`src/hw/spiev_pkg.sv`:
```
package spiev_pkg;

    // ----------------------------------------------------------------
    // timing
    // ----------------------------------------------------------------
    localparam int         CLK_PERIOD_NS    = 8;
    localparam int         SCK_HALF_NS      = 40;
    localparam int         SCK_HALF_ALT_NS  = 80;
    // half bit period in system clock cycles, rounded down, no lower limit
    localparam logic [3:0] SCK_HALF_CYC     = 4'(SCK_HALF_NS / CLK_PERIOD_NS);
    localparam logic [3:0] SCK_HALF_ALT_CYC = 4'(SCK_HALF_ALT_NS / CLK_PERIOD_NS);

    // ----------------------------------------------------------------
    // register map (word index on the register port)
    // ----------------------------------------------------------------
    localparam logic [2:0] REG_CTRL1L  = 3'h0;
    localparam logic [2:0] REG_CTRL1H  = 3'h1;
    localparam logic [2:0] REG_CTRL2L  = 3'h2;
    localparam logic [2:0] REG_STATUS  = 3'h3;
    localparam logic [2:0] REG_IMSKL   = 3'h4;
    localparam logic [2:0] REG_DATA_LO = 3'h5;
    localparam logic [2:0] REG_DATA_HI = 3'h6;

    // control 1 low fields
    localparam int BIT_PORT_ON   = 15;
    localparam int BIT_STOP_IDLE = 13;
    localparam int BIT_SDO_DIS   = 12;
    localparam int BIT_WORD32    = 11;
    localparam int BIT_WORD16    = 10;
    localparam int BIT_SMP       = 9;
    localparam int BIT_CKE       = 8;
    localparam int BIT_SLAVE_SELECT_ENABLE      = 7;
    localparam int BIT_CKP       = 6;
    localparam int BIT_MASTER    = 5;
    localparam int BIT_MCLK_SEL  = 2;
    // control 1 high fields
    localparam int BIT_AUDIO_MODE_ENABLE     = 15;
    localparam int BIT_FRAMED_MODE_ENABLE     = 14;
    localparam int BIT_FSPW      = 11;
    localparam int BIT_DSP_MODE  = 0;

    localparam logic [15:0] CTRL1L_WMASK = 16'hBFFF;
    localparam logic [15:0] CTRL1H_WMASK = 16'hC801;
    localparam logic [15:0] CTRL2L_WMASK = 16'h001F;
    localparam logic [15:0] MCLK_MASK    = 16'h0004;
    localparam logic [15:0] RESET_VALUE  = 16'h0000;

    // event bits, shared by status and event enable registers
    localparam int EV_FRMERR = 12;
    localparam int EV_BUSY   = 11;
    localparam int EV_TUR    = 8;
    localparam int EV_SRMT   = 7;
    localparam int EV_ROV    = 6;
    localparam int EV_RBE    = 5;
    localparam int EV_TBE    = 3;
    localparam int EV_TBF    = 1;
    localparam int EV_RBF    = 0;
    localparam logic [15:0] EVT_MASK = 16'h19EB;

    // word lengths
    localparam logic [5:0] LEN_8  = 6'h08;
    localparam logic [5:0] LEN_16 = 6'h10;
    localparam logic [5:0] LEN_24 = 6'h18;
    localparam logic [5:0] LEN_32 = 6'h20;

    typedef enum logic [1:0] {
        ST_IDLE  = 2'b01,
        ST_SHIFT = 2'b10
    } spiev_state_t;

    function automatic logic [5:0] spiev_data_bits(input logic aud, input logic m32, input logic m16,
                                                   input logic [4:0] wlen);
        logic [5:0] n;
        n = LEN_8;
        if (aud)
            n = m32 ? (m16 ? LEN_24 : LEN_32) : LEN_16;
        else if (wlen != 5'h00)
            n = {1'b0, wlen} + 6'h01;
        else
            n = m32 ? LEN_32 : (m16 ? LEN_16 : LEN_8);
        return n;
    endfunction : spiev_data_bits

    function automatic logic [5:0] spiev_chan_bits(input logic aud, input logic m32, input logic m16,
                                                   input logic [5:0] dataBits);
        logic [5:0] n;
        n = dataBits;
        if (aud)
            n = (m32 | m16) ? LEN_32 : LEN_16;
        return n;
    endfunction : spiev_chan_bits

    function automatic logic [31:0] spiev_low_mask(input logic [5:0] n);
        logic [31:0] m;
        m = (n >= LEN_32) ? 32'hFFFF_FFFF : ((32'h0000_0001 << n) - 32'h0000_0001);
        return m;
    endfunction : spiev_low_mask

endpackage : spiev_pkg

```
`src/hw/spiev_sync.sv`:
```
`timescale 1ns/1ps
module spiev_sync
    import spiev_pkg::*;
#(
    parameter int W = 1
)
(
    input  wire logic         clk_sys,
    input  wire logic         reset,
    input  wire logic [W-1:0] d,
    output wire logic [W-1:0] q
);

    logic [W-1:0] meta_r;
    logic [W-1:0] stable_r;

    // first stage feeds only the second
    always_ff @(posedge clk_sys)
    begin
        if (reset)
        begin
            meta_r   <= '0;
            stable_r <= '0;
        end
        else
        begin
            meta_r   <= d;
            stable_r <= meta_r;
        end
    end

    assign q = stable_r;

endmodule : spiev_sync

```
`src/hw/spiev_port.sv`:
```
`timescale 1ns/1ps
module spiev_port
    import spiev_pkg::*;
(
    input  wire logic        clk_sys,
    input  wire logic        reset,
    input  wire logic        cpuIdle,
    input  wire logic [2:0]  regAddr,
    input  wire logic [15:0] regWdata,
    input  wire logic        regWr,
    input  wire logic        regRd,
    output wire logic [15:0] regRdata,
    input  wire logic        sckIn,
    output wire logic        sckOut,
    output wire logic        sckOe,
    input  wire logic        sdiIn,
    output wire logic        sdoOut,
    output wire logic        sdoOe,
    input  wire logic        slaveSel_n,
    output wire logic        lrcOut,
    output wire logic        lrcOe,
    output wire logic        irq
);

    // ----------------------------------------------------------------
    // registers and decode
    // ----------------------------------------------------------------
    logic [15:0]  ctrl1L_r;
    logic [15:0]  ctrl1H_r;
    logic [15:0]  ctrl2L_r;
    logic [15:0]  imask_r;
    logic [15:0]  status_r;
    logic [15:0]  regRdata_r;
    logic [15:0]  rdNxt;
    logic [15:0]  mclkLock;
    logic [15:0]  clrBits;
    logic [15:0]  setBits;
    logic         irq_r;

    logic portOn, stopIdle, sdoDis, word32, word16, sample_phase, cke, slave_select_enable, ckp, master, mclkSel;
    logic audio_mode_enable, framed_mode_enable, fsPw, dspMode, halted, run, ckeEff;

    assign portOn   = ctrl1L_r[BIT_PORT_ON];
    assign stopIdle = ctrl1L_r[BIT_STOP_IDLE];
    assign sdoDis   = ctrl1L_r[BIT_SDO_DIS];
    assign word32   = ctrl1L_r[BIT_WORD32];
    assign word16   = ctrl1L_r[BIT_WORD16];
    assign sample_phase      = ctrl1L_r[BIT_SMP];
    assign cke      = ctrl1L_r[BIT_CKE];
    assign slave_select_enable     = ctrl1L_r[BIT_SLAVE_SELECT_ENABLE];
    assign ckp      = ctrl1L_r[BIT_CKP];
    assign master   = ctrl1L_r[BIT_MASTER];
    assign mclkSel  = ctrl1L_r[BIT_MCLK_SEL];
    assign audio_mode_enable    = ctrl1H_r[BIT_AUDIO_MODE_ENABLE];
    assign framed_mode_enable    = ctrl1H_r[BIT_FRAMED_MODE_ENABLE];
    assign fsPw     = ctrl1H_r[BIT_FSPW];
    assign dspMode  = ctrl1H_r[BIT_DSP_MODE];

    assign halted = stopIdle & cpuIdle;
    assign run    = portOn & ~halted;
    assign ckeEff = cke & ~audio_mode_enable;

    logic [5:0] dataBits;
    logic [5:0] chanBits;
    logic [3:0] halfCyc;
    assign dataBits = spiev_data_bits(audio_mode_enable, word32, word16, ctrl2L_r[4:0]);
    assign chanBits = spiev_chan_bits(audio_mode_enable, word32, word16, dataBits);
    assign halfCyc  = mclkSel ? SCK_HALF_ALT_CYC : SCK_HALF_CYC;

    // ----------------------------------------------------------------
    // pin synchronisers and serial clock edges
    // ----------------------------------------------------------------
    logic [2:0] pinSync;
    logic       sckSync, sdiSync, ssnSync, sckPrev_r;
    logic       idleToActive, activeToIdle, chgEdgeS, sampleEdgeS, slaveSel;

    spiev_sync #(.W(3)) u_sync (
        .clk_sys (clk_sys),
        .reset   (reset),
        .d       ({sckIn, sdiIn, slaveSel_n}),
        .q       (pinSync)
    );
    assign sckSync = pinSync[2];
    assign sdiSync = pinSync[1];
    assign ssnSync = pinSync[0];

    always_ff @(posedge clk_sys)
    begin
        if (reset)
            sckPrev_r <= 1'b0;
        else
            sckPrev_r <= sckSync;
    end

    assign idleToActive = ckp ? (~sckSync & sckPrev_r) : (sckSync & ~sckPrev_r);
    assign activeToIdle = ckp ? (sckSync & ~sckPrev_r) : (~sckSync & sckPrev_r);
    assign chgEdgeS     = ckeEff ? activeToIdle : idleToActive;
    assign sampleEdgeS  = ckeEff ? idleToActive : activeToIdle;
    assign slaveSel     = framed_mode_enable | ~slave_select_enable | ~ssnSync;

    // ----------------------------------------------------------------
    // shift engine
    // ----------------------------------------------------------------
    spiev_state_t state_r;
    logic [31:0]  shTx_r;
    logic [31:0]  shRx_r;
    logic [31:0]  txBuf_r;
    logic [31:0]  rxBuf_r;
    logic [31:0]  rxNext;
    logic [31:0]  rxWord;
    logic [15:0]  txLo_r;
    logic [5:0]   bitsLeft_r;
    logic [4:0]   phase_r;
    logic [4:0]   phaseNxt;
    logic [4:0]   midPhase;
    logic [4:0]   lastPhase;
    logic         txFull_r, rxFull_r, skipChg_r, chanSel_r, sckOut_r, lrcOut_r;
    logic         stShift, stIdle, startM, startS, start, sampleM, bitEndM;
    logic         sampleNow, bitDone, wordDone, shiftOut, abortS, underrun, overflow;

    assign stShift   = (state_r == ST_SHIFT);
    assign stIdle    = (state_r == ST_IDLE);
    assign midPhase  = {1'b0, halfCyc};
    assign lastPhase = {halfCyc, 1'b0} - 5'h01;
    assign bitEndM   = (phase_r == lastPhase);
    assign sampleM   = sample_phase ? bitEndM : (phase_r == midPhase);

    assign startM    = stIdle & run & master & txFull_r;
    assign startS    = stIdle & run & ~master & slaveSel;
    assign start     = startM | startS;
    assign sampleNow = stShift & run & (master ? sampleM : (slaveSel & sampleEdgeS));
    assign bitDone   = stShift & run & (master ? bitEndM : (slaveSel & sampleEdgeS));
    assign wordDone  = bitDone & (bitsLeft_r == 6'h01);
    assign shiftOut  = stShift & run & (master ? bitEndM : (slaveSel & chgEdgeS & ~skipChg_r));
    assign abortS    = stShift & run & ~master & ~slaveSel;
    assign underrun  = startS & ~txFull_r;
    assign overflow  = wordDone & rxFull_r;
    assign rxNext    = sampleNow ? {shRx_r[30:0], sdiSync} : shRx_r;
    // audio data sits at the top of the channel, padding follows
    assign rxWord    = (rxNext >> (chanBits - dataBits)) & spiev_low_mask(dataBits);
    assign phaseNxt  = (startM | bitEndM) ? 5'h00 : phase_r + 5'h01;

    always_ff @(posedge clk_sys)
    begin
        if (reset || !portOn)
        begin
            state_r    <= ST_IDLE;
            shTx_r     <= 32'h0000_0000;
            shRx_r     <= 32'h0000_0000;
            bitsLeft_r <= 6'h00;
            phase_r    <= 5'h00;
            skipChg_r  <= 1'b0;
            chanSel_r  <= 1'b0;
        end
        else if (!halted)
        begin
            case (state_r)
                ST_IDLE:
                begin
                    phase_r <= 5'h00;
                    if (start)
                    begin
                        state_r    <= ST_SHIFT;
                        shTx_r     <= txFull_r ? (txBuf_r << (LEN_32 - dataBits)) : 32'h0000_0000;
                        bitsLeft_r <= chanBits;
                        // with cke clear the first bit is already on the pin at the first edge
                        skipChg_r  <= ~ckeEff;
                    end
                end
                ST_SHIFT:
                begin
                    if (master)
                        phase_r <= phaseNxt;
                    if (sampleNow)
                        shRx_r <= rxNext;
                    if (shiftOut)
                        shTx_r <= {shTx_r[30:0], 1'b0};
                    if (chgEdgeS && slaveSel)
                        skipChg_r <= 1'b0;
                    if (bitDone)
                        bitsLeft_r <= bitsLeft_r - 6'h01;
                    if (wordDone && audio_mode_enable)
                        chanSel_r <= ~chanSel_r;
                    if (wordDone || abortS)
                        state_r <= ST_IDLE;
                end
                default:
                    state_r <= ST_IDLE;
            endcase
        end
    end

    // master clock: idle level outside a word, stopped while off
    always_ff @(posedge clk_sys)
    begin
        if (reset || !portOn)
            sckOut_r <= 1'b0;
        else if (halted)
            sckOut_r <= sckOut_r;
        else if (startM || (stShift && master && !wordDone))
            sckOut_r <= ckp ^ (ckeEff ? (phaseNxt >= midPhase) : (phaseNxt < midPhase));
        else
            sckOut_r <= ckp;
    end

    // left/right clock; in dsp mode a pulse during the left channel word, first bit only or whole word per the pulse width setting
    always_ff @(posedge clk_sys)
    begin
        if (reset || !portOn)
            lrcOut_r <= 1'b0;
        else if (!audio_mode_enable)
            lrcOut_r <= 1'b0;
        else if (dspMode)
            lrcOut_r <= stShift & ~chanSel_r & (fsPw | (bitsLeft_r == chanBits));
        else
            lrcOut_r <= chanSel_r;
    end

    // ----------------------------------------------------------------
    // single-entry data buffers, depth independent of word length
    // ----------------------------------------------------------------
    always_ff @(posedge clk_sys)
    begin
        if (reset || !portOn)
        begin
            txLo_r   <= RESET_VALUE;
            txBuf_r  <= 32'h0000_0000;
            txFull_r <= 1'b0;
        end
        else
        begin
            if (regWr && regAddr == REG_DATA_LO)
                txLo_r <= regWdata;
            if (start && txFull_r)
                txFull_r <= 1'b0;
            else if (regWr && regAddr == REG_DATA_HI && !txFull_r)
            begin
                txBuf_r  <= {regWdata, txLo_r};
                txFull_r <= 1'b1;
            end
        end
    end

    always_ff @(posedge clk_sys)
    begin
        if (reset || !portOn)
        begin
            rxBuf_r  <= 32'h0000_0000;
            rxFull_r <= 1'b0;
        end
        else
        begin
            if (wordDone && !rxFull_r)
                rxBuf_r <= rxWord;
            rxFull_r <= (rxFull_r & ~(regRd && regAddr == REG_DATA_HI)) | (wordDone & ~rxFull_r);
        end
    end

    // ----------------------------------------------------------------
    // register port
    // ----------------------------------------------------------------
    assign mclkLock = portOn ? MCLK_MASK : RESET_VALUE;

    always_ff @(posedge clk_sys)
    begin
        if (reset)
        begin
            ctrl1L_r <= RESET_VALUE;
            ctrl1H_r <= RESET_VALUE;
            ctrl2L_r <= RESET_VALUE;
            imask_r  <= RESET_VALUE;
        end
        else if (regWr)
        begin
            case (regAddr)
                REG_CTRL1L: ctrl1L_r <= (regWdata & CTRL1L_WMASK & ~mclkLock) | (ctrl1L_r & mclkLock);
                REG_CTRL1H: ctrl1H_r <= regWdata & CTRL1H_WMASK;
                REG_CTRL2L: ctrl2L_r <= regWdata & CTRL2L_WMASK;
                REG_IMSKL:  imask_r  <= regWdata & EVT_MASK;
                default:    ctrl1L_r <= ctrl1L_r;
            endcase
        end
    end

    always_comb
    begin
        case (regAddr)
            REG_CTRL1L:  rdNxt = ctrl1L_r;
            REG_CTRL1H:  rdNxt = ctrl1H_r;
            REG_CTRL2L:  rdNxt = ctrl2L_r;
            REG_STATUS:  rdNxt = status_r;
            REG_IMSKL:   rdNxt = imask_r;
            REG_DATA_LO: rdNxt = rxBuf_r[15:0];
            REG_DATA_HI: rdNxt = rxBuf_r[31:16];
            default:     rdNxt = RESET_VALUE;
        endcase
    end

    always_ff @(posedge clk_sys)
    begin
        if (reset)
            regRdata_r <= RESET_VALUE;
        else
            regRdata_r <= regRd ? rdNxt : RESET_VALUE;
    end

    // ----------------------------------------------------------------
    // events and interrupt
    // ----------------------------------------------------------------
    always_comb
    begin
        setBits            = RESET_VALUE;
        setBits[EV_FRMERR] = abortS;
        setBits[EV_BUSY]   = stShift;
        setBits[EV_TUR]    = underrun;
        setBits[EV_SRMT]   = stIdle;
        setBits[EV_ROV]    = overflow;
        setBits[EV_RBE]    = ~rxFull_r;
        setBits[EV_TBE]    = ~txFull_r;
        setBits[EV_TBF]    = txFull_r;
        setBits[EV_RBF]    = rxFull_r;
    end

    assign clrBits = (regWr && regAddr == REG_STATUS) ? regWdata : RESET_VALUE;

    // set wins over a same-cycle write-one clear
    always_ff @(posedge clk_sys)
    begin
        if (reset || !portOn)
            status_r <= RESET_VALUE;
        else
            status_r <= ((status_r & ~clrBits) | setBits) & EVT_MASK;
    end

    always_ff @(posedge clk_sys)
    begin
        if (reset)
            irq_r <= 1'b0;
        else
            irq_r <= portOn & (|(status_r & imask_r & EVT_MASK));
    end

    assign regRdata = regRdata_r;
    assign sckOut   = sckOut_r;
    assign sckOe    = portOn & master;
    assign sdoOut   = shTx_r[31];
    assign sdoOe    = portOn & ~sdoDis;
    assign lrcOut   = lrcOut_r;
    assign lrcOe    = portOn & audio_mode_enable & master;
    assign irq      = irq_r;
endmodule : spiev_port

```
`config.mk`:
```
export PLATFORM = sky130hd
export DESIGN_NAME = spiev_port
export DESIGN_NICKNAME = d
export VERILOG_FILES = /design/src/hw/spiev_pkg.sv /design/src/hw/spiev_sync.sv /design/src/hw/spiev_port.sv
export SDC_FILE = /design/constraint.sdc
export NUM_CORES = 1
export LEC_CHECK = 0
export BUFFER_PORTS_ARGS = -buffer_cell sky130_fd_sc_hd__buf_4
export CORE_ASPECT_RATIO = 1.75
export CORE_UTILIZATION = 50
export CTS_CLUSTER_SIZE = 12
export DETAILED_ROUTE_END_ITERATION = 10
export PLACE_DENSITY = 0.67
export SETUP_SLACK_MARGIN = 0.05
export SLEW_MARGIN = 0
export SYNTH_ARGS = -nofsm -noshare
export SYNTH_HDL_FRONTEND = slang
export SYNTH_SLANG_ARGS = --single-unit
```
`constraint.sdc`:
```
create_clock -name clk_sys -period 7.09 [get_ports clk_sys]
set_clock_uncertainty 0.1 [all_clocks]
set_input_delay 1.0635 -clock clk_sys [delete_from_list [all_inputs] [get_ports clk_sys]]
set_output_delay 1.0635 -clock clk_sys [all_outputs]
set_load 0.01 [all_outputs]
```
==> flow_metrics.py <==
metrics = {
    "timing": {
        "period_minus_slack_ns": 5.427,
        "setup_viol": 0,
        "finalHoldViolations": 0,
        "fin_tns_setup_ns": 0,
        "fin_crit_sh_pct": 76.54,
        "tightest_slew_ns": 1.280,
        "rsz0062_at_grt": "no",
        "slew_viol_final": 0,
        "slew_headroom_pct": 14.52,
        "layout_setup_ws_ns": 1.663,
        "fmax_ghz": 0.1843,
    },
    "power_and_ir_drop": {
        "switchingPower_mw": 0.8318,
        "power.internal_mw": 2.094,
        "power_frac_comb_pct": 14.3,
        "peakVddDrop_v": 0.0002160,
        "clockPowerShare_pct": 41.2,
        "power.leakage_nw": 5.300,
        "swShare_pct": 28.43,
        "p_per_area_nw_per_um2": 196.5,
        "seqPwrFrac_pct": 44.5,
    },
    "layout": {
        "drive_above_1_share_pct": 11.45,
        "regArea_um2": 4584,
        "area_delta_synth_final_pct": 8.360,
        "num_antenna_cells": 0,
        "multi_input_area_um2": 8504,
        "nNetsFinal": 1694,
        "fillCellCount": 2486,
    },
    "global_route": {
        "grt_pass1_wl_um": 76980,
        "grt_max_degree": 58,
        "grt_usage_pct": 36.10,
        "antenna_found_initial": 0,
        "top_usage_layer": "met2",
        "use_met2_pct": 63.05,
        "grt.overflow.total": 0,
        "use_met1_pct": 37.50,
        "grtUsageMet3_pct": 4.159,
        "grt_pass1_vias": 12900,
    },
    "floorplanning": {
        "rows": 79,
        "die_h_um": 221.3,
        "fp.dieW_um": 127.3,
        "start_util_pct": 51.29,
        "die_area_um2": 28170,
        "core-area_um2": 26790,
        "io_pins": 50,
    },
    "clock_tree": {
        "cts_max_path_buffers": 3,
        "cts_root_buf": "clkbuf_16",
        "cts_buffers": 24,
        "cts_setup_buffers": 0,
        "htreeDepth": 1,
        "cts_sinks": 229,
        "cts_repair_resize_count": 0,
        "hold_buffers": 0,
        "cts_tree": "built",
        "clock_latency_ns": 0.55,
        "path_clk_slew_ns": 0.06,
    },
    "yosys": {
        "ys_warn_count": 0,
        "yosys.area.top_type_share_pct": 33.37,
        "avgSynthCellArea_um2": 8.149,
        "syn-cell-area_um2": 13740,
        "ys.flop_type": "dfxtp_1",
        "synth.area.top_cells": "dfxtp_1 (33%), nand2_1 (6.9%), a21oi_1 (6.4%)",
        "synth_nets": 1730,
        "syn_inst": 1686,
        "ys_seq_area_share_pct": 33.37,
        "synth_top_cell_by_area": "dfxtp_1",
        "synth_edf_count": 0,
        "synth_cell_type_count": 100,
        "async_reset_ff_share_pct": 0,
        "ys_ff_latch": 229,
    },
    "critical_path": {
        "crit_family": "compound AO/OA/AOI/OAI gates",
        "crit_path_top_delay_cell": "a2111oi_2",
        "start_kind": "register",
        "startpoint": "ctrl2L_r[0]$_SDFFE_PP0P_",
        "worstSetupPathType": "reg -> reg",
        "worst-path-max-fanout": 21,
        "cp.depth": 14,
        "critPathRequiredTime_ns": 7.49,
        "rrSetupSlack_ns": 1.66,
        "crit_end": "rxBuf_r[9]$_SDFFE_PP0P_",
        "r2r_end": "rxBuf_r[9]$_SDFFE_PP0P_",
        "rr_startpoint": "ctrl2L_r[0]$_SDFFE_PP0P_",
        "crit_arrival_ns": 5.82,
        "end_kind": "register",
        "path_cells": "inv_1 -> ha_1 -> nor4b_4 -> a22oi_1 -> o21ai_2 -> inv_2 -> ha_1 -> nor2b_1 -> o31a_1 -> or3_1 -> a2111oi_2 -> nand2_1 -> a2111oi_2 -> a211o_1",
        "reg2regPathDepth": 14,
        "crit_path_max_incr_delay_ns": 1.12,
        "path_buf_inv": 2,
    },
    "placement": {
        "gp_congestion": 1.006,
        "dp_slack_ns": 1.769,
        "hpwl_um": 37880,
        "place.port_buffers": 49,
    },
    "drt": {
        "drt-total-wl_um": 51540,
        "routed_via_density": 6.705,
        "ant_nets": 0,
        "wl_per_cell_um": 25.48,
        "first_pass_iters": 5,
        "vias": 13560,
        "drtIter0Drc": 1258,
        "drc": 0,
    },
    "outcome": {
        "outcome": "completed",
    },
    "min_path": {
        "hp-class": "reg -> reg",
    },
    "run": {
        "drv_cap": 0,
    },
}
[cell type report]
| class | count | share of cell area [%] |
|---|---|---|
| Inverter | 30 | 0.7732 |
| Multi-Input combinational cell | 1296 | 57.12 |
| Clock inverter | 3 | 0.2017 |
| Timing Repair Buffer | 69 | 3.479 |
| Clock buffer | 32 | 4.572 |
| Tap cell | 364 | 3.059 |
| Sequential cell | 229 | 30.79 |
[registers in the layout (all words and copies together), names as in the netlist, 4 cells and up, named ones only]
signal / cells
bitsLeft_r: 6
ctrl1H_r: 4
ctrl1L_r: 14
ctrl2L_r: 5
imask_r: 9
phase_r: 5
regRdata: 16
rxBuf_r: 32
shRx_r: 32
shTx_r: 32
status_r: 9
txBuf_r: 32
txLo_r: 16
[metrics by stage]
stage / total power [mW] / util [%] / cells / hold WS [ns] / cell area [um^2]
6_report: 2.925 / 55.58 / 2023 / 0.3395 / 14890
5_1_grt: 3.000 / 55.58 / 2023 / 0.3593 / 14890
4_1_cts: 2.920 / 55.58 / 2023 / 0.3427 / 14890
3_5_place_dp: 1.735 / 52.93 / 1988 / 0.3301 / 14180
3_3_place_gp: 1.735 / 52.93 / 1988 / 0.3185 / 14180
2_1_floorplan: 1.611 / - / 1686 / 0.3138 / 13740
[synth_stat cells, types with 8 or more instances]
cell type  number
nand2_1       251
dfxtp_1       229
nand2b_1       16
a221oi_1       24
buf_1           8
a211oi_1       34
mux4_2         24
nor2b_1        20
a31oi_1        19
buf_4          13
xnor2_1        11
or3_1          15
nor3_1         33
a211o_1        11
buf_2          15
o21ai_1         8
nor2_1        149
mux2i_1        83
mux4_1          8
ha_1           17
o211ai_1       32
and2_1         22
mux2_2         13
o21ai_0        80
a21oi_1       176
nand3_1        44
inv_1          26
and3_1         15
a22oi_1        17
clkbuf_1       92
[routing by layer]
layer | wire length, um | vias to the layer above | share of wire [%]
met3 | 3002 | 241 | 5.8
met4 | 5448 | 0 | 11
met2 | 25650 | 694 | 50
met5 | 0 | - | 0
li1 | - | 6108 | -
met1 | 17430 | 6521 | 34
[logic make-up after synthesis]
family                   count (synthesis)  synth area share (%)
AO/OA/AOI/OAI                          512                 24.95
XOR/XNOR                                17                 1.138
AND/OR/NAND/NOR                        619                 21.06
adder cells (fa/ha/maj)                 17                 1.548
multiplexers                           131                 12.86
buffers and inverters                  161                 5.072
flip-flops                             229                 33.37
[worst min path at each step]
stage                                startpoint                endpoint  depth (start not counted)
floorplan           u_sync.meta_r[0]$_SDFF_PP0_  u_sync.q[0]$_SDFF_PP0_                          1
global placement    u_sync.meta_r[1]$_SDFF_PP0_  u_sync.q[1]$_SDFF_PP0_                          1
detailed placement  u_sync.meta_r[1]$_SDFF_PP0_  u_sync.q[1]$_SDFF_PP0_                          1
CTS                 u_sync.meta_r[1]$_SDFF_PP0_  u_sync.q[1]$_SDFF_PP0_                          1
global route        u_sync.meta_r[0]$_SDFF_PP0_  u_sync.q[0]$_SDFF_PP0_                          1
finish              u_sync.meta_r[1]$_SDFF_PP0_  u_sync.q[1]$_SDFF_PP0_                          1
[layout by cell type, fill, tap and decap left out, types with 18 or more instances in the layout]
| cell | instances |
|---|---|
| a211oi_1 | 34 |
| a21oi_1 | 176 |
| a221oi_1 | 24 |
| a31oi_1 | 19 |
| and2_1 | 22 |
| buf_4 | 69 |
| clkbuf_16 | 24 |
| dfxtp_1 | 229 |
| inv_1 | 26 |
| mux2i_1 | 83 |
| mux4_2 | 24 |
| nand2_1 | 251 |
| nand3_1 | 44 |
| nor2_1 | 147 |
| nor2b_1 | 18 |
| nor3_1 | 32 |
| o211ai_1 | 32 |
| o21ai_0 | 80 |
[power groups by stage]
stage / logic [mW] / clock network [mW] / registers (mW)
after detailed placement: 0.404 / 0 / 1.33
after global placement: 0.403 / 0 / 1.33
after global routing: 0.437 / 1.26 / 1.30
after floorplan: 0.285 / 0 / 1.33
after CTS: 0.405 / 1.21 / 1.30
final: 0.418 / 1.20 / 1.30
(Power assumes the default switching activity.)
